==> src/pbcc_consts.vh <==
// Constants for the port bypass control channel: addresses, bit positions, reset values, timing
//
// Behaviour
// - While enabled, the channel owns both pins: bit1 drives force-bypass, bit0 senses signal detect.
// - Enabling overrides general pin settings, except the two bypass select bits per pin.
// - With enable low, the other register bits do not affect the two pins.
// - Force-bypass bit one drives the pin high: external circuit in normal mode.
// - Force-bypass bit zero drives the pin low: external circuit bypasses the port.
// - While enabled, the force-bypass pin is a push-pull output following its bit.
// - Filtered signal-detect low clears force-bypass; output follows within 400 ns.
// - After reset every pin is an input with its weak pull-up on.
// - Reads of the pin bits return the synchronised, filtered pin levels.
// - While enabled, bit0 is read-only and shows the signal-detect pin.
// - Signal-detected bit is one with a high-speed signal present, zero otherwise.
// - The channel register sits at byte address 24h and drives its own pin pair.
// - With enable and irq enable both set, any signal-detect transition raises the interrupt and logs the address.
`ifndef PBCC_CONSTS_VH
`define PBCC_CONSTS_VH

`define PBCC_ADDR_CHAN4 32'h00000024
`define PBCC_ADDR_IRQ_STATUS 32'h00000028
`define PBCC_ADDR_IRQ_MASK 32'h0000002C
`define PBCC_ADDR_IRQ_SOURCE 32'h00000030

`define PBCC_BIT_ENABLE 7
`define PBCC_BIT_IRQ_EN 6
`define PBCC_BIT_FORCE_BYPASS 1
`define PBCC_BIT_SIGNAL_DET 0

`define PBCC_IRQ_BIT_DET_EDGE 0
`define PBCC_IRQ_BIT_BYP_CLEAR 1
`define PBCC_IRQ_WIDTH 2

`define PBCC_RST_ENABLE 1'b0
`define PBCC_RST_IRQ_EN 1'b0
`define PBCC_RST_FORCE_BYPASS 1'b1
`define PBCC_RST_IRQ_MASK 2'h1
`define PBCC_RST_PIN_LEVEL 1'b1
`define PBCC_SOURCE_VALUE 8'h24

`define PBCC_CLK_MHZ 200
`define PBCC_MAX_LAT_NS 400
`define PBCC_FILTER_NS 200
`define PBCC_FILTER_CYC ((`PBCC_FILTER_NS * `PBCC_CLK_MHZ) / 1000)
`define PBCC_FILTER_CW 6

`endif

==> src/pbcc_ahb_slave.v <==
// AHB-Lite slave front end: zero-wait writes, one-wait reads from a registered read bus
`timescale 1ns/1ps
`include "pbcc_consts.vh"

module pbcc_ahb_slave (
  input wire clk,
  input wire srst,
  input wire hsel,
  input wire [31:0] haddr,
  input wire [1:0] htrans,
  input wire hwrite,
  input wire [2:0] hsize,
  input wire [31:0] hwdata,
  input wire hready,
  output reg hreadyout,
  output reg hresp,
  output reg [31:0] hrdata,
  output wire wr_pulse,
  output wire [31:0] wr_addr,
  output wire [31:0] wr_data,
  output wire [31:0] rd_addr,
  input wire [31:0] rd_data
);

  localparam [2:0] ST_IDLE = 3'h1;
  localparam [2:0] ST_WR = 3'h2;
  localparam [2:0] ST_RD = 3'h4;

  reg [2:0] state_q;
  reg [31:0] addr_q;
  wire accept;

  // Only whole-word singles are expected; hsize is not checked
  assign accept = hsel & htrans[1] & hready;
  assign wr_pulse = (state_q == ST_WR);
  assign wr_addr = addr_q;
  assign wr_data = hwdata;
  assign rd_addr = addr_q;

  ////////////////////////////////////////////////////////////////////////////
  // Read waits one cycle so a write in the preceding data phase is seen
  always @(posedge clk) begin
    if (srst) begin
      state_q <= ST_IDLE;
      addr_q <= 32'h00000000;
      hreadyout <= 1'b1;
      hresp <= 1'b0;
      hrdata <= 32'h00000000;
    end else begin
      hresp <= 1'b0;
      case (state_q)
        ST_IDLE, ST_WR: begin
          if (accept) begin
            addr_q <= haddr;
            if (hwrite) begin
              state_q <= ST_WR;
            end else begin
              state_q <= ST_RD;
              hreadyout <= 1'b0;
            end
          end else begin
            state_q <= ST_IDLE;
          end
        end
        ST_RD: begin
          hrdata <= rd_data;
          hreadyout <= 1'b1;
          state_q <= ST_IDLE;
        end
        default: begin
          state_q <= ST_IDLE;
          hreadyout <= 1'b1;
        end
      endcase
    end
  end

endmodule

==> src/pbcc_channel.v <==
// Port bypass control channel four: register, pin takeover, auto-clear and interrupt logic
//
// Implementation choice: the AHB-Lite interface to the registers.
`timescale 1ns/1ps
`include "pbcc_consts.vh"

module pbcc_channel (
  input wire clk,
  input wire srst,
  input wire hsel,
  input wire [31:0] haddr,
  input wire [1:0] htrans,
  input wire hwrite,
  input wire [2:0] hsize,
  input wire [31:0] hwdata,
  input wire hready,
  output wire hreadyout,
  output wire hresp,
  output wire [31:0] hrdata,
  input wire port4_bit1_pin_in,
  output wire port4_bit1_pin_out,
  output wire port4_bit1_pin_oe,
  output wire port4_bit1_pull_en,
  input wire port4_bit0_pin_in,
  output wire port4_bit0_pin_out,
  output wire port4_bit0_pin_oe,
  output wire port4_bit0_pull_en,
  input wire gp_bit1_out,
  input wire gp_bit1_oe,
  input wire [1:0] gp_bit1_bypass_sel,
  input wire gp_bit1_bypass_src,
  input wire gp_bit0_out,
  input wire gp_bit0_oe,
  input wire [1:0] gp_bit0_bypass_sel,
  input wire gp_bit0_bypass_src,
  output reg irq
);

  function is_addr;
    input [31:0] addr;
    input [31:0] target;
    begin
      is_addr = (addr == target);
    end
  endfunction

  wire wr_pulse;
  wire [31:0] wr_addr;
  wire [31:0] wr_data;
  wire [31:0] rd_addr;
  reg [31:0] rd_data;

  wire [1:0] pin_in;
  wire [1:0] pin_level;
  wire [1:0] gp_out;
  wire [1:0] gp_oe;
  wire [1:0] bsel_active;
  wire [1:0] bsrc;
  wire [1:0] pin_out_q;
  wire [1:0] pin_oe_q;
  wire [1:0] pull_en_q;

  reg enable_q;
  reg irq_en_q;
  reg force_bypass_q;
  reg force_bypass_d;
  reg det_prev_q;
  reg [`PBCC_IRQ_WIDTH-1:0] irq_status_q;
  reg [`PBCC_IRQ_WIDTH-1:0] irq_status_d;
  reg [`PBCC_IRQ_WIDTH-1:0] irq_mask_q;
  reg [`PBCC_IRQ_WIDTH-1:0] irq_event;
  reg [7:0] irq_source_q;
  wire signal_detected;
  wire wr_chan;
  wire wr_status;
  wire wr_mask;

  ////////////////////////////////////////////////////////////////////////////
  // Bus front end

  pbcc_ahb_slave u_bus (
    .clk(clk),
    .srst(srst),
    .hsel(hsel),
    .haddr(haddr),
    .htrans(htrans),
    .hwrite(hwrite),
    .hsize(hsize),
    .hwdata(hwdata),
    .hready(hready),
    .hreadyout(hreadyout),
    .hresp(hresp),
    .hrdata(hrdata),
    .wr_pulse(wr_pulse),
    .wr_addr(wr_addr),
    .wr_data(wr_data),
    .rd_addr(rd_addr),
    .rd_data(rd_data)
  );

  assign wr_chan = wr_pulse & is_addr(wr_addr, `PBCC_ADDR_CHAN4);
  assign wr_status = wr_pulse & is_addr(wr_addr, `PBCC_ADDR_IRQ_STATUS);
  assign wr_mask = wr_pulse & is_addr(wr_addr, `PBCC_ADDR_IRQ_MASK);

  ////////////////////////////////////////////////////////////////////////////
  // Pin input conditioning; index 1 is force-bypass, index 0 is signal detect

  assign pin_in = {port4_bit1_pin_in, port4_bit0_pin_in};
  assign gp_out = {gp_bit1_out, gp_bit0_out};
  assign gp_oe = {gp_bit1_oe, gp_bit0_oe};
  assign bsel_active = {|gp_bit1_bypass_sel, |gp_bit0_bypass_sel};
  assign bsrc = {gp_bit1_bypass_src, gp_bit0_bypass_src};

  genvar gi;
  generate
    for (gi = 0; gi < 2; gi = gi + 1) begin : g_pin
      pbcc_sync_filter u_filt (
        .clk(clk),
        .srst(srst),
        .pin_in(pin_in[gi]),
        .level_q(pin_level[gi])
      );
    end
  endgenerate

  // High means a high-speed signal is present
  assign signal_detected = pin_level[0];

  ////////////////////////////////////////////////////////////////////////////
  // Channel register

  // Hardware clear beats a host write of one: host must keep signal detect high to set it
  always @* begin
    force_bypass_d = force_bypass_q;
    if (wr_chan) begin
      force_bypass_d = wr_data[`PBCC_BIT_FORCE_BYPASS];
    end
    if (!signal_detected) begin
      force_bypass_d = 1'b0;
    end
  end

  // Signal-detected and reserved bits hold no storage, so writes to them vanish
  always @(posedge clk) begin
    if (srst) begin
      enable_q <= `PBCC_RST_ENABLE;
      irq_en_q <= `PBCC_RST_IRQ_EN;
      force_bypass_q <= `PBCC_RST_FORCE_BYPASS;
    end else begin
      if (wr_chan) begin
        enable_q <= wr_data[`PBCC_BIT_ENABLE];
        irq_en_q <= wr_data[`PBCC_BIT_IRQ_EN];
      end
      force_bypass_q <= force_bypass_d;
    end
  end

  ////////////////////////////////////////////////////////////////////////////
  // Pin drive; bypass select keeps priority over the channel takeover

  // Drive choice as {out, oe, pull}
  function [2:0] pin_drive;
    input bsel;
    input bsrc_v;
    input chan_on;
    input is_ctl_pin;
    input ctl_val;
    input gout;
    input goe;
    begin
      if (bsel) begin
        pin_drive = {bsrc_v, 1'b1, 1'b0};
      end else if (chan_on) begin
        if (is_ctl_pin) begin
          pin_drive = {ctl_val, 1'b1, 1'b0};
        end else begin
          pin_drive = {1'b0, 1'b0, 1'b1};
        end
      end else begin
        pin_drive = {gout, goe, ~goe};
      end
    end
  endfunction

  // One flop group per pin keeps each output with a single driver
  generate
    for (gi = 0; gi < 2; gi = gi + 1) begin : g_drive
      reg [2:0] drv_q;
      always @(posedge clk) begin
        if (srst) begin
          drv_q <= 3'h1;
        end else begin
          drv_q <= pin_drive(bsel_active[gi], bsrc[gi], enable_q, gi == 1, force_bypass_d, gp_out[gi], gp_oe[gi]);
        end
      end
      assign pin_out_q[gi] = drv_q[2];
      assign pin_oe_q[gi] = drv_q[1];
      assign pull_en_q[gi] = drv_q[0];
    end
  endgenerate

  assign port4_bit1_pin_out = pin_out_q[1];
  assign port4_bit1_pin_oe = pin_oe_q[1];
  assign port4_bit1_pull_en = pull_en_q[1];
  assign port4_bit0_pin_out = pin_out_q[0];
  assign port4_bit0_pin_oe = pin_oe_q[0];
  assign port4_bit0_pull_en = pull_en_q[0];

  ////////////////////////////////////////////////////////////////////////////
  // Interrupts: events are sticky, cleared by writing one, set wins over clear

  always @* begin
    irq_event = {`PBCC_IRQ_WIDTH{1'b0}};
    irq_event[`PBCC_IRQ_BIT_DET_EDGE] = enable_q & irq_en_q & (signal_detected != det_prev_q);
    irq_event[`PBCC_IRQ_BIT_BYP_CLEAR] = enable_q & force_bypass_q & ~signal_detected;
    irq_status_d = irq_status_q;
    if (wr_status) begin
      irq_status_d = irq_status_q & ~wr_data[`PBCC_IRQ_WIDTH-1:0];
    end
    irq_status_d = irq_status_d | irq_event;
  end

  always @(posedge clk) begin
    if (srst) begin
      det_prev_q <= `PBCC_RST_PIN_LEVEL;
      irq_status_q <= {`PBCC_IRQ_WIDTH{1'b0}};
      irq_mask_q <= `PBCC_RST_IRQ_MASK;
      irq_source_q <= 8'h00;
      irq <= 1'b0;
    end else begin
      det_prev_q <= signal_detected;
      irq_status_q <= irq_status_d;
      if (wr_mask) begin
        irq_mask_q <= wr_data[`PBCC_IRQ_WIDTH-1:0];
      end
      if (irq_event[`PBCC_IRQ_BIT_DET_EDGE]) begin
        irq_source_q <= `PBCC_SOURCE_VALUE;
      end
      irq <= |(irq_status_q & irq_mask_q);
    end
  end

  ////////////////////////////////////////////////////////////////////////////
  // Read mux; unmapped addresses read zero

  always @* begin
    rd_data = 32'h00000000;
    if (is_addr(rd_addr, `PBCC_ADDR_CHAN4)) begin
      rd_data[`PBCC_BIT_ENABLE] = enable_q;
      rd_data[`PBCC_BIT_IRQ_EN] = irq_en_q;
      rd_data[`PBCC_BIT_FORCE_BYPASS] = pin_level[1];
      rd_data[`PBCC_BIT_SIGNAL_DET] = pin_level[0];
    end else if (is_addr(rd_addr, `PBCC_ADDR_IRQ_STATUS)) begin
      rd_data[`PBCC_IRQ_WIDTH-1:0] = irq_status_q;
    end else if (is_addr(rd_addr, `PBCC_ADDR_IRQ_MASK)) begin
      rd_data[`PBCC_IRQ_WIDTH-1:0] = irq_mask_q;
    end else if (is_addr(rd_addr, `PBCC_ADDR_IRQ_SOURCE)) begin
      rd_data[7:0] = irq_source_q;
    end
  end

endmodule

==> src/pbcc_sync_filter.v <==
// Two-stage input synchroniser followed by a stability filter
`timescale 1ns/1ps
`include "pbcc_consts.vh"

module pbcc_sync_filter (
  input wire clk,
  input wire srst,
  input wire pin_in,
  output reg level_q
);

  localparam integer FILT_LAST_INT = `PBCC_FILTER_CYC - 1;
  localparam [`PBCC_FILTER_CW-1:0] FILT_LAST = FILT_LAST_INT[`PBCC_FILTER_CW-1:0];

  reg meta_q;
  reg sync_q;
  reg [`PBCC_FILTER_CW-1:0] cnt_q;

  ////////////////////////////////////////////////////////////////////////////
  // Pull-up default so a floating pin reads high from reset
  always @(posedge clk) begin
    if (srst) begin
      meta_q <= `PBCC_RST_PIN_LEVEL;
      sync_q <= `PBCC_RST_PIN_LEVEL;
      level_q <= `PBCC_RST_PIN_LEVEL;
      cnt_q <= {`PBCC_FILTER_CW{1'b0}};
    end else begin
      meta_q <= pin_in;
      sync_q <= meta_q;
      if (sync_q == level_q) begin
        cnt_q <= {`PBCC_FILTER_CW{1'b0}};
      end else if (cnt_q == FILT_LAST) begin
        level_q <= sync_q;
        cnt_q <= {`PBCC_FILTER_CW{1'b0}};
      end else begin
        cnt_q <= cnt_q + 1'b1;
      end
    end
  end

endmodule

==> config.mk <==
export PLATFORM = sky130hd
export DESIGN_NAME = pbcc_channel
export DESIGN_NICKNAME = d
export VERILOG_FILES = /design/src/pbcc_ahb_slave.v /design/src/pbcc_channel.v /design/src/pbcc_sync_filter.v
export VERILOG_INCLUDE_DIRS = /design/src
export SDC_FILE = /design/constraint.sdc
export NUM_CORES = 1
export LEC_CHECK = 0
export BUFFER_PORTS_ARGS = -buffer_cell sky130_fd_sc_hd__buf_4
export CAP_MARGIN = 20
export CORE_MARGIN = 2
export CORE_UTILIZATION = 52
export CTS_CLUSTER_DIAMETER = 80
export DETAILED_ROUTE_END_ITERATION = 7
export GPL_ROUTABILITY_DRIVEN = 0
export PLACE_DENSITY_LB_ADDON = 0.08
export SYNTH_ARGS = -nofsm -noshare
export SYNTH_HDL_FRONTEND = slang
export SYNTH_SLANG_ARGS = --single-unit
==> constraint.sdc <==
create_clock -name clk -period 3.4 [get_ports clk]
set_clock_uncertainty 0.2 [all_clocks]
set_input_delay 0.34 -clock clk [delete_from_list [all_inputs] [get_ports clk]]
set_output_delay 0.34 -clock clk [all_outputs]
set_load 0.05 [all_outputs]
## After elaboration in Yosys (flattened, before gate mapping)

Cells that the tools add are included.

- Register bits: 78
- Input port bits: 86
- Word-level logic and storage cells: 85

- Add/sub/neg operators: 2
- Equality and inequality tests: 12
- Multiplexer cells: 16
- Bitwise gates (word level): 21
- Reductions and logical operators: 12

Operators with widths:

| kind | number |
|---|---|
| 32-bit by 6-bit equality test with 1-bit output (second input constant) | 4 |
| 3-bit 2-to-1 mux | 5 |
| 6-bit by 1-bit adder with 6-bit output (second input constant) | 2 |
| 6-bit equality test (second input constant) | 2 |
| 4-bit 2-to-1 mux | 3 |
| 2-bit 2-to-1 mux | 5 |
| 2-bit OR reduction | 5 |
| 1-bit AND | 9 |
| 3-bit OR reduction | 3 |
| 1-bit inverter | 8 |
| 2-bit AND reduction | 4 |
| 6-bit 2-to-1 mux | 1 |
| 2-bit AND | 2 |
| 3-bit by 1-bit equality test with 1-bit output (second input constant) | 1 |
| 3-bit by 2-bit equality test with 1-bit output (second input constant) | 1 |
| 3-bit equality test (second input constant) | 1 |
| 1-bit equality test | 2 |
| 1-bit 2-to-1 mux | 2 |
| 2-bit inverter | 1 |
| 2-bit OR | 1 |
| 1-bit != test | 1 |

## Logic depth before layout (Yosys ltp)

Gate-level depths: netlist of the first run.

- Depth in word-level cells: 6
- Mapped depth: 6
- Depth with buffers taken out: 5

## By module

A second synthesis of the first run with hierarchy kept.

- Cells, all modules: 540
- Area total of the unflattened synthesis: 4855.9 µm²

By module, submodules not included:

| module | times used | cells each | area each (µm²) | sequential area each (µm²) |
|---|---|---|---|---|
| pbcc_ahb_slave | 1 | 360 | 3166.8 | 1361.3 |
| pbcc_channel | 1 | 110 | 978.4 | 320.3 |
| pbcc_sync_filter | 2 | 35 | 355.3 | 180.2 |

## Least setup slack after synthesis of the first run

Ideal clock, no wire load.

- Path type: reg-to-reg
- From: register u_bus.state_q[0]
- To: register u_bus.hreadyout
- Setup time: 121 ps
- Arrival time: 1299 ps
- Setup slack: 1780 ps
- Cell stages (with the launch flop): 7
- Path buffers: 2
- Period minus slack after synthesis: 1620 ps
- Cell sequence: dfxtp_1 -> xor2_1 -> or3b_1 -> buf_2 -> buf_6 -> nor2_1 -> o21bai_1

- Longest elaborated chain between the ends: 4
- Elaborated cells on any way between the ends: 5
- Those cells by class: 2 x eq/ne; 1 x bitwise; 2 x reduce/logical

Ends and longest elaborated chain:

| element | RTL line | text |
|---|---|---|
| start: declaration | pbcc_ahb_slave.v:29 | `reg [2:0] state_q;` |
| start signal: assignment | pbcc_ahb_slave.v:44 | `state_q <= ST_IDLE;` |
| start signal: assignment | pbcc_ahb_slave.v:56 | `state_q <= ST_WR;` |
| start signal: assignment | pbcc_ahb_slave.v:58 | `state_q <= ST_RD;` |
| 3-bit by 2-bit equality test with 1-bit output / 3-bit by 1-bit equality test with 1-bit output (equally long branches) | pbcc_ahb_slave.v:51 | `case (state_q)` |
| 2-bit OR reduction (*) | pbcc_ahb_slave.v:51 |  |
| 1-bit inverter (no source line) (*) | -- |  |
| 2-bit OR reduction (no source line) (*) | -- |  |
| end signal: assignment | pbcc_ahb_slave.v:46 | `hreadyout <= 1'b1;` |
| end signal: assignment | pbcc_ahb_slave.v:59 | `hreadyout <= 1'b0;` |
| end signal: assignment | pbcc_ahb_slave.v:67 | `hreadyout <= 1'b1;` |
| end: declaration | pbcc_ahb_slave.v:15 | `output reg hreadyout,` |

Every way passes the cells marked *; elsewhere a longest branch is shown, timed or not.
A chain may end at the register's enable or synchronous reset.

## Final worst setup path of the first run

- From: register u_bus.state_q[0]
- To: register u_bus.addr_q[24] (netlist: u_bus.rd_addr[24])

- Longest elaborated chain between the ends: 3
- Elaborated cells on any way between the ends: 4
- Those cells by class: 2 x eq/ne; 2 x reduce/logical

Ends and longest elaborated chain:

| element | RTL line | text |
|---|---|---|
| 3-bit by 2-bit equality test with 1-bit output / 3-bit by 1-bit equality test with 1-bit output (equally long branches) | pbcc_ahb_slave.v:51 |  |
| 2-bit OR reduction (*) | pbcc_ahb_slave.v:51 |  |
| 2-bit AND reduction (no source line) (*) | -- |  |
| end signal: assignment | pbcc_ahb_slave.v:54 | `addr_q <= haddr;` |
| end: declaration | pbcc_ahb_slave.v:30 | `reg [31:0] addr_q;` |

Marked as above.

==> results of run 1 <==
-- stage by stage --
stage	util	cell area (um^2)	cells
floorplan	-	3390	395
global placement	0.613	3690	493
detailed placement	0.613	3690	493
CTS	0.655	3950	512
global route	0.660	3980	513
finish	0.660	3980	513
-- area by class of cell --
cell class / instances / share of cell area
multi-input combinational: 268 / 0.392
sequential: 75 / 0.378
timing repair buffer: 72 / 0.143
clock buffer: 11 / 0.0381
tap: 75 / 0.0236
clock inverter: 5 / 0.0189
inverter: 7 / 0.00661
-- sequential cells by signal, indices dropped and copies added (netlist names) --
signal                cells
force_bypass_q            1
g_pin.u_filt.meta_q       2
u_bus.state_q             3
u_bus.rd_addr            32
irq_source_q              1
irq_status_q              2
irq_mask_q                2
u_bus.hrdata              5
u_bus.hreadyout           1
g_pin.u_filt.level_q      2
g_drive.drv_q             6
g_pin.u_filt.cnt_q       12
det_prev_q                1
irq_en_q                  1
g_pin.u_filt.sync_q       2
irq                       1
enable_q                  1
-- cells by family after synthesis --
kind of cell             share of synthesized area
XOR/XNOR                                    0.0320
AO/OA/AOI/OAI                                0.121
other                                      0.00114
adder cells (fa/ha/maj)                    0.00761
AND/OR/NAND/NOR                              0.267
buffers and inverters                        0.101
multiplexers                                0.0129
flip-flops                                   0.456
-- power by group --
group / switching [W] / internal [W] / total (W) / leakage, nW
Sequential: 0.0000183 / 0.000899 / 0.000918 / 0.610
Combinational: 0.000149 / 0.0000826 / 0.000232 / 0.874
Clock: 0.000314 / 0.000450 / 0.000764 / 0.119
Total: 0.000482 / 0.00143 / 0.00191 / 1.60
-- what timing repair did --
action | CTS | global route
gates resized for setup | 0 | 0
hold buffers | 3 | 0
hold endpoints to repair | 3 | 0
-- worst max-delay path by stage --
stage	startpoint	endpoint	slack, ns	cells after the start
after floorplan	u_bus.state_q[0]	u_bus.hreadyout	1.78	6
after global placement	u_bus.state_q[0]	u_bus.rd_addr[21]	1.23	4
after detailed placement	u_bus.state_q[0]	u_bus.rd_addr[24]	1.23	4
after CTS	u_bus.state_q[0]	u_bus.rd_addr[29]	1.19	4
after global routing	u_bus.state_q[0]	u_bus.rd_addr[8]	1.37	5
final	u_bus.state_q[0]	u_bus.rd_addr[24]	1.48	5
-- worst max-delay path: cells and delay by family (launching register included) --
kind,cells,cell delay (ns)
flops,1,0.45
buf+inv,1,0.22
xor+xnor,1,0.26
compound gates,1,0.07
simple gates,2,0.59
-- cell usage in the layout, fill, tap and decap left out, types with 7 or more instances in the layout --
master / n
a21oi_1: 39
buf_4: 68
clkbuf_8: 11
conb_1: 27
dfxtp_1: 75
inv_1: 7
nand2_1: 67
nand3_1: 11
nor2_1: 27
-- layer usage --
| metal | up-vias | wire length (um) | global-route usage |
|---|---|---|---|
| li1 | 1335 | - | - |
| met1 | 1216 | 3150 | 0.266 |
| met2 | 76 | 3150 | 0.310 |
| met3 | 8 | 333 | 0.0406 |
| met4 | 0 | 87 | 0.0792 |
| met5 | - | 0 | 0 |
==> flow_summary.json, run 1 <==
{
  "status": "complete, no violations",
  "syn_area_um2": 3290,
  "timing.final.hold_violations": 0,
  "whs_ns": 0.0401,
  "cts.clk_slew.worst_paths_ns": 0.08,
  "slew_headroom": 0.610,
  "path_class": "reg2reg",
  "fillers": 523,
  "reg2reg_from": "u_bus.state_q[0]",
  "finalSetupViolations": 0,
  "startpoint_type": "flop",
  "seq_area_um2": 1500,
  "avgSynthCellArea_um2": 8.91,
  "crit_arrival_ns": 1.92,
  "ys_seq_area_frac": 0.456,
  "required_ns": 3.40,
  "route.detailed.drc": 0,
  "critPathMaxFanout": 31,
  "cts_buffers": 9,
  "cts-root-buf": "clkbuf_8",
  "worstMarginPinSlew_ns": 0.584,
  "start_util": 0.546,
  "synthTopCellsByCount": "75 x dfxtp_1, 67 x nand2_1, 39 x a21oi_1",
  "slowest_delay_ns": 0.50,
  "dp_worst_setup_slack_ns": 1.23,
  "peakVddDrop_uv": 276,
  "wl_per_cell_um": 13.1,
  "multiInputGateArea_um2": 1560,
  "synthFlopType": "dfxtp_1",
  "diodes": 0,
  "hp-class": "in2reg",
  "grt_max_degree": 61,
  "antenna_found_initial": 0,
  "cts_buffer_depth": 2,
  "ys_ff_latch": 75,
  "h-tree-depth": 3,
  "grt-ovfl-total": 0,
  "async_flop_share": 0,
  "drt-initial-drc-count": 113,
  "worstReg2RegEnd": "u_bus.rd_addr[24]",
  "rsz0062_at_grt": "no",
  "cts.sinks": 75,
  "fin_nets": 521,
  "coreArea_um2": 6030,
  "drive_gt1_frac": 0.251,
  "post_cts_buffers": 0,
  "min_to": "u_bus.rd_addr[23]",
  "grt.total_usage": 0.197,
  "max_cap_violations": 0,
  "drt-vias-per-instance": 5.14,
  "period_share": 0.565,
  "num_rows": 28,
  "timing.fmax_ghz": 0.521,
  "synth_most_common_cell": "dfxtp_1",
  "syn_to_final_growth_pct": 20.8,
  "reg2reg_depth": 5,
  "port_buffers": 67,
  "wl_mm": 6.73,
  "cp_cell_sequence": "xor2_1, or3b_1, buf_16, nand2_1, a21oi_1",
  "cellLeakagePower_nw": 1.60,
  "end_kind": "flop",
  "synth_edf_count": 0,
  "min_path_cells": 3,
  "drv_slew": 0,
  "worst_path_max_delay_cell": "or3b_1",
  "p_per_area_nw_per_um2": 481,
  "synth-warning-count": 0,
  "dieArea_um2": 6980,
  "grt_pass1_vias": 2470,
  "grt_pass1_wl_mm": 11.3,
  "ant_nets": 0,
  "netlist_top_cells_area": "dfxtp_1 46%, nand2_1 7.6%, buf_4 6.6%",
  "num_io_pins": 127,
  "hp-start": "haddr[23]",
  "regToRegSetupSlack_ns": 1.48,
  "synth_area_leader_cell": "dfxtp_1",
  "cts_tree": "built",
  "dp_hpwl_mm": 4.71,
  "yosysTopAreaCellShare": 0.456,
  "clk_latency_ns": 0.34,
  "die_x_um": 83.5,
  "setup_slack_ns": 1.48,
  "synth_cells": 369,
  "min_period_ns": 1.92,
  "setup_tns_ns": 0,
  "p_total_w": 0.00191,
  "vias": 2635,
  "dr.pass1.iters": 4,
  "synth_cell_types": 51,
  "fp.dieH_um": 83.5
}
Power figures use the tool's default switching activity.
==> run 2: changes to the inputs <==
- CORE_UTILIZATION: 52 -> 44
- clock period: 3.4 -> 1.7 ns (I/O delays scaled with it)
==> flow_summary.json, run 2 (synthesized netlist as in run 1, its figures left out) <==
{
  "status": "finished, violations left",
  "violations": "negative setup slack",
  "cp.depth": 4,
  "fp.dieH_um": 90.5,
  "timing.fmax_ghz": 0.569,
  "vias": 2869,
  "num_io_pins": 127,
  "timing.final.hold_violations": 0,
  "p_seq_frac": 0.478,
  "peakVddDrop_uv": 512,
  "required_ns": 1.74,
  "path_buf_inv": 3,
  "drt-vias-per-instance": 4.74,
  "power.share.clock": 0.357,
  "route.detailed.drc": 0,
  "hp-class": "in2reg",
  "critPathMaxFanout": 18,
  "die_x_um": 90.5,
  "cts.sinks": 75,
  "drv_slew": 0,
  "period_share": 1.03,
  "dr_wl_met2_mm": 3.67,
  "cp_cell_sequence": "dlygate4sd3_1, buf_4, or2_2, dlygate4sd3_1",
  "path_class": "in2reg",
  "dp.cells": 528,
  "grt_pass1_wl_mm": 12.6,
  "p_per_area_nw_per_um2": 800,
  "internal_power_w": 0.00277,
  "wl_per_cell_um": 12.7,
  "clk_latency_ns": 0.35,
  "diodes": 0,
  "cts_tree": "built",
  "multiInputGateArea_um2": 1700,
  "end_kind": "flop",
  "whs_ns": 0.0587,
  "ant_nets": 0,
  "reg2reg_depth": 4,
  "grt-ovfl-total": 0,
  "syn_to_final_growth_pct": 46.1,
  "min_period_ns": 1.76,
  "top_layer": "met4",
  "cpLargestDelayFamily": "buffers and inverters",
  "switchingPower_w": 0.00108,
  "antenna_found_initial": 0,
  "slowest_delay_ns": 0.57,
  "cts_buffer_depth": 2,
  "crit_path_frequent_cell": "dlygate4sd3_1",
  "cts.clk_slew.worst_paths_ns": 0.08,
  "start_util": 0.454,
  "rsz0062_at_grt": "yes",
  "m1WireLength_mm": 3.56,
  "dp_worst_setup_slack_ns": -0.131,
  "p_sw_frac": 0.280,
  "worst_path_max_delay_cell": "dlygate4sd3_1",
  "min_path_cells": 4,
  "grt_max_degree": 44,
  "seq_area_um2": 1520,
  "max_cap_violations": 0,
  "h-tree-depth": 3,
  "dr.pass1.iters": 4,
  "startpoint_type": "input pin",
  "cts_buffers": 9,
  "drt-initial-drc-count": 71,
  "comb_power_share": 0.164,
  "setup_slack_ns": -0.0564,
  "wl_mm": 7.65,
  "finalSetupViolations": 6,
  "dp_hpwl_mm": 4.91,
  "coreArea_um2": 7250,
  "fillers": 629,
  "finalNonFillerCells": 605,
  "grt_pass1_vias": 2741,
  "drive_gt1_frac": 0.302,
  "num_rows": 31,
  "final_common_cell": "buf_4",
  "cellLeakagePower_nw": 1.92,
  "dieArea_um2": 8180,
  "port_buffers": 67,
  "fin_nets": 589,
  "grt.total_usage": 0.190,
  "met3WireLength_um": 341,
  "crit_arrival_ns": 1.80,
  "final_cell_mix": "82 x buf_4, 67 x nand2_1, 63 x dfxtp_1",
  "cts-root-buf": "clkbuf_8",
  "largest_reg_flops": 32
}
-- run 2: power by group through the flow --
stage | Sequential [W] | Clock (W) | Combinational [W]
2_1_floorplan | 0.00190 | 0 | 0.000325
3_3_place_gp | 0.00187 | 0 | 0.000471
3_5_place_dp | 0.00187 | 0 | 0.000474
4_1_cts | 0.00184 | 0.00142 | 0.000591
5_1_grt | 0.00185 | 0.00149 | 0.000677
6_report | 0.00184 | 0.00137 | 0.000631
-- run 2: final timing paths --
check	start	end	slack, ns
worst max-delay path	srst	g_pin[1].u_filt.meta_q	-0.06
worst min register to register	g_pin[0].u_filt.meta_q	g_pin[0].u_filt.sync_q	0.22
worst min-delay path	gp_bit1_bypass_src	g_drive[1].drv_q[2]	0.06
worst max register to register	u_bus.rd_addr[15]	u_bus.hrdata[7]	-0.04
-- run 2: tightest hold or removal path, stage by stage --
cell     delay [ns]
buf_4          0.08
o21ba_2        0.16
o41ai_4        0.08
a21oi_2        0.09
-- run 2: per-layer routing --
layer  vias to the layer above  track usage
li1                       1471            -
met1                      1313        0.247
met2                        80        0.303
met3                         5       0.0417
met4                         0       0.0846
met5                         -            0
-- run 2: per-stage QoR --
stage          area, um^2  setup TNS [ns]  total power (W)   util
6_report             4800          -0.178          0.00385  0.662
5_1_grt              4800           -1.62          0.00402  0.662
4_1_cts              4650          -0.191          0.00385  0.641
3_5_place_dp         3830           -1.67          0.00235  0.528
3_3_place_gp         3830          -0.790          0.00234  0.528
2_1_floorplan        3390               0          0.00223      -
-- run 2: cell type report --
class                           count  area share
Multi-Input combinational cell    268       0.353
Clock inverter                      7      0.0164
Clock buffer                        9      0.0258
Sequential cell                    75       0.316
Tap cell                           99      0.0258
Inverter                            7     0.00547
Timing Repair Buffer              140       0.257
-- run 2: timing repair --
item / CTS / global route
gates cloned: 0 / 1
hold buffers: 52 / 0
pin swaps: 11 / 9
gates resized for setup: 14 / 23
endpoints found under the hold margin: 54 / 0
setup endpoints to repair: 45 / 55
buffers inserted: 3 / 5
==> run 3: changes to the inputs <==
- RECOVER_POWER: unset -> 100
==> flow_summary.json, run 3 (synthesized netlist as in run 1, its figures left out) <==
{
  "drt-vias-per-instance": 4.72,
  "slew_headroom": 0.601,
  "cts_buffer_depth": 2,
  "dieArea_um2": 8180,
  "period_share": 1.03,
  "power.share.clock": 0.359,
  "dr_wl_met2_mm": 3.67,
  "setup_slack_ns": -0.0473,
  "timing.final.hold_violations": 0,
  "coreArea_um2": 7250,
  "drv_slew": 0,
  "final_cell_mix": "67 x nand2_1, 66 x buf_4, 63 x dfxtp_1",
  "peakVddDrop_uv": 512,
  "final_common_cell": "nand2_1",
  "fin_nets": 589,
  "switchingPower_w": 0.00108,
  "p_per_area_nw_per_um2": 808,
  "wl_per_cell_um": 12.7,
  "reg2reg_from": "u_bus.rd_addr[15]",
  "reg2reg_depth": 4,
  "top_layer": "met4",
  "diodes": 0,
  "dpl_cell_area_um2": 3830,
  "largest_reg_flops": 32,
  "internal_power_w": 0.00276,
  "worstMarginPinSlew_ns": 0.601,
  "min_path_cells": 4,
  "vias": 2854,
  "grt.total_usage": 0.190,
  "die_x_um": 90.5,
  "drive_gt1_frac": 0.287,
  "antenna_found_initial": 0,
  "max_cap_violations": 0,
  "timing.fmax_ghz": 0.572,
  "rsz0062_at_grt": "yes",
  "route.detailed.drc": 0,
  "cts.sinks": 75,
  "grt_max_degree": 44,
  "fin_area_um2": 4750,
  "p_total_w": 0.00384,
  "ant_nets": 0,
  "cts_tree": "built",
  "violations": "negative setup slack",
  "num_io_pins": 127,
  "min_period_ns": 1.75,
  "dp_hpwl_mm": 4.91,
  "regToRegSetupSlack_ns": -0.05,
  "end_kind": "flop",
  "syn_to_final_growth_pct": 44.5,
  "port_buffers": 67,
  "min_to": "g_drive[1].drv_q[2]",
  "cts-root-buf": "clkbuf_8",
  "fillers": 648,
  "h-tree-depth": 3,
  "path_class": "in2reg",
  "crit_arrival_ns": 1.79,
  "critPathLaunch": "srst",
  "start_util": 0.454,
  "hp-class": "in2reg",
  "grt-ovfl-total": 0,
  "dr.pass1.iters": 4,
  "m1WireLength_mm": 3.56,
  "p_seq_frac": 0.479,
  "grt_pass1_vias": 2741,
  "critPathMaxFanout": 18,
  "cellLeakagePower_nw": 1.89,
  "startpoint_type": "input pin",
  "fp.dieH_um": 90.5,
  "drt-initial-drc-count": 73,
  "met3WireLength_um": 370,
  "required_ns": 1.74,
  "cts_buffers": 9,
  "hp-start": "gp_bit1_bypass_src",
  "worstReg2RegEnd": "u_bus.hrdata[7]",
  "clk_latency_ns": 0.35,
  "status": "finished, violations left",
  "grt_pass1_wl_mm": 12.6,
  "p_sw_frac": 0.282,
  "comb_power_share": 0.162,
  "num_rows": 31,
  "cts.clk_slew.worst_paths_ns": 0.08,
  "finalSetupViolations": 7,
  "wl_mm": 7.68
}
run 3: cell count changes in the layout (fill, tap and decap cells not counted), sizes merged:
| cell | change |
|---|---|
| clkbuf | +16 |
| buf | -16 |
run 3: final cells by class:
class                           instances  area (um^2)  share of cell area
Multi-Input combinational cell        268         1690               0.356
Sequential cell                        75         1520               0.320
Timing Repair Buffer                  140         1190               0.251
Clock buffer                            9          124              0.0261
Tap cell                               99          124              0.0261
Clock inverter                          7         78.8              0.0166
Inverter                                7         26.3             0.00553
run 3: stage by stage:
stage	cells	TNS (ns)	worst slack [ns]	hold slack (ns)	util
after floorplan	395	0	0.0798	0.0424	-
after global placement	528	-0.790	-0.0823	0.155	0.528
after detailed placement	528	-1.67	-0.131	0.154	0.528
after CTS	599	-0.191	-0.0563	0.0211	0.641
after global routing	605	-3.19	-0.116	0.0671	0.655
final	605	-0.168	-0.0473	0.0547	0.655
run 3: what timing repair did:
item                                    CTS  global route
pin swaps                                11             9
buffers inserted                          3             5
endpoints found under the setup margin   45            55
resized for setup                        14            23
hold endpoints to repair                 54             0
hold buffers                             52             0
gates cloned                              0             1
run 3: routing by layer:
| metal | GRT usage | vias up |
|---|---|---|
| li1 | - | 1475 |
| met1 | 0.247 | 1298 |
| met2 | 0.303 | 76 |
| met3 | 0.0417 | 5 |
| met4 | 0.0846 | 0 |
| met5 | 0 | - |
run 3: worst max-delay path: stages:
cell	delay, ns
dlygate4sd3_1	0.53
buf_4	0.20
or2_2	0.31
dlygate4sd3_1	0.57
run 3: how the worst max path moves through the flow:
| stage | to | slack [ns] |
|---|---|---|
| after floorplan | u_bus.hreadyout | 0.08 |
| after global placement | u_bus.hrdata[7] | -0.08 |
| after detailed placement | irq_mask_q[1] | -0.13 |
| after CTS | irq_mask_q[1] | -0.06 |
| after global routing | u_bus.hrdata[7] | -0.12 |
| final | g_pin[1].u_filt.meta_q | -0.05 |
run 3: power groups by stage:
stage	combinational [W]	clock [W]	sequential, W
6_report	0.000622	0.00138	0.00184
5_1_grt	0.000667	0.00149	0.00184
4_1_cts	0.000591	0.00142	0.00184
3_5_place_dp	0.000474	0	0.00187
3_3_place_gp	0.000471	0	0.00187
2_1_floorplan	0.000325	0	0.00190
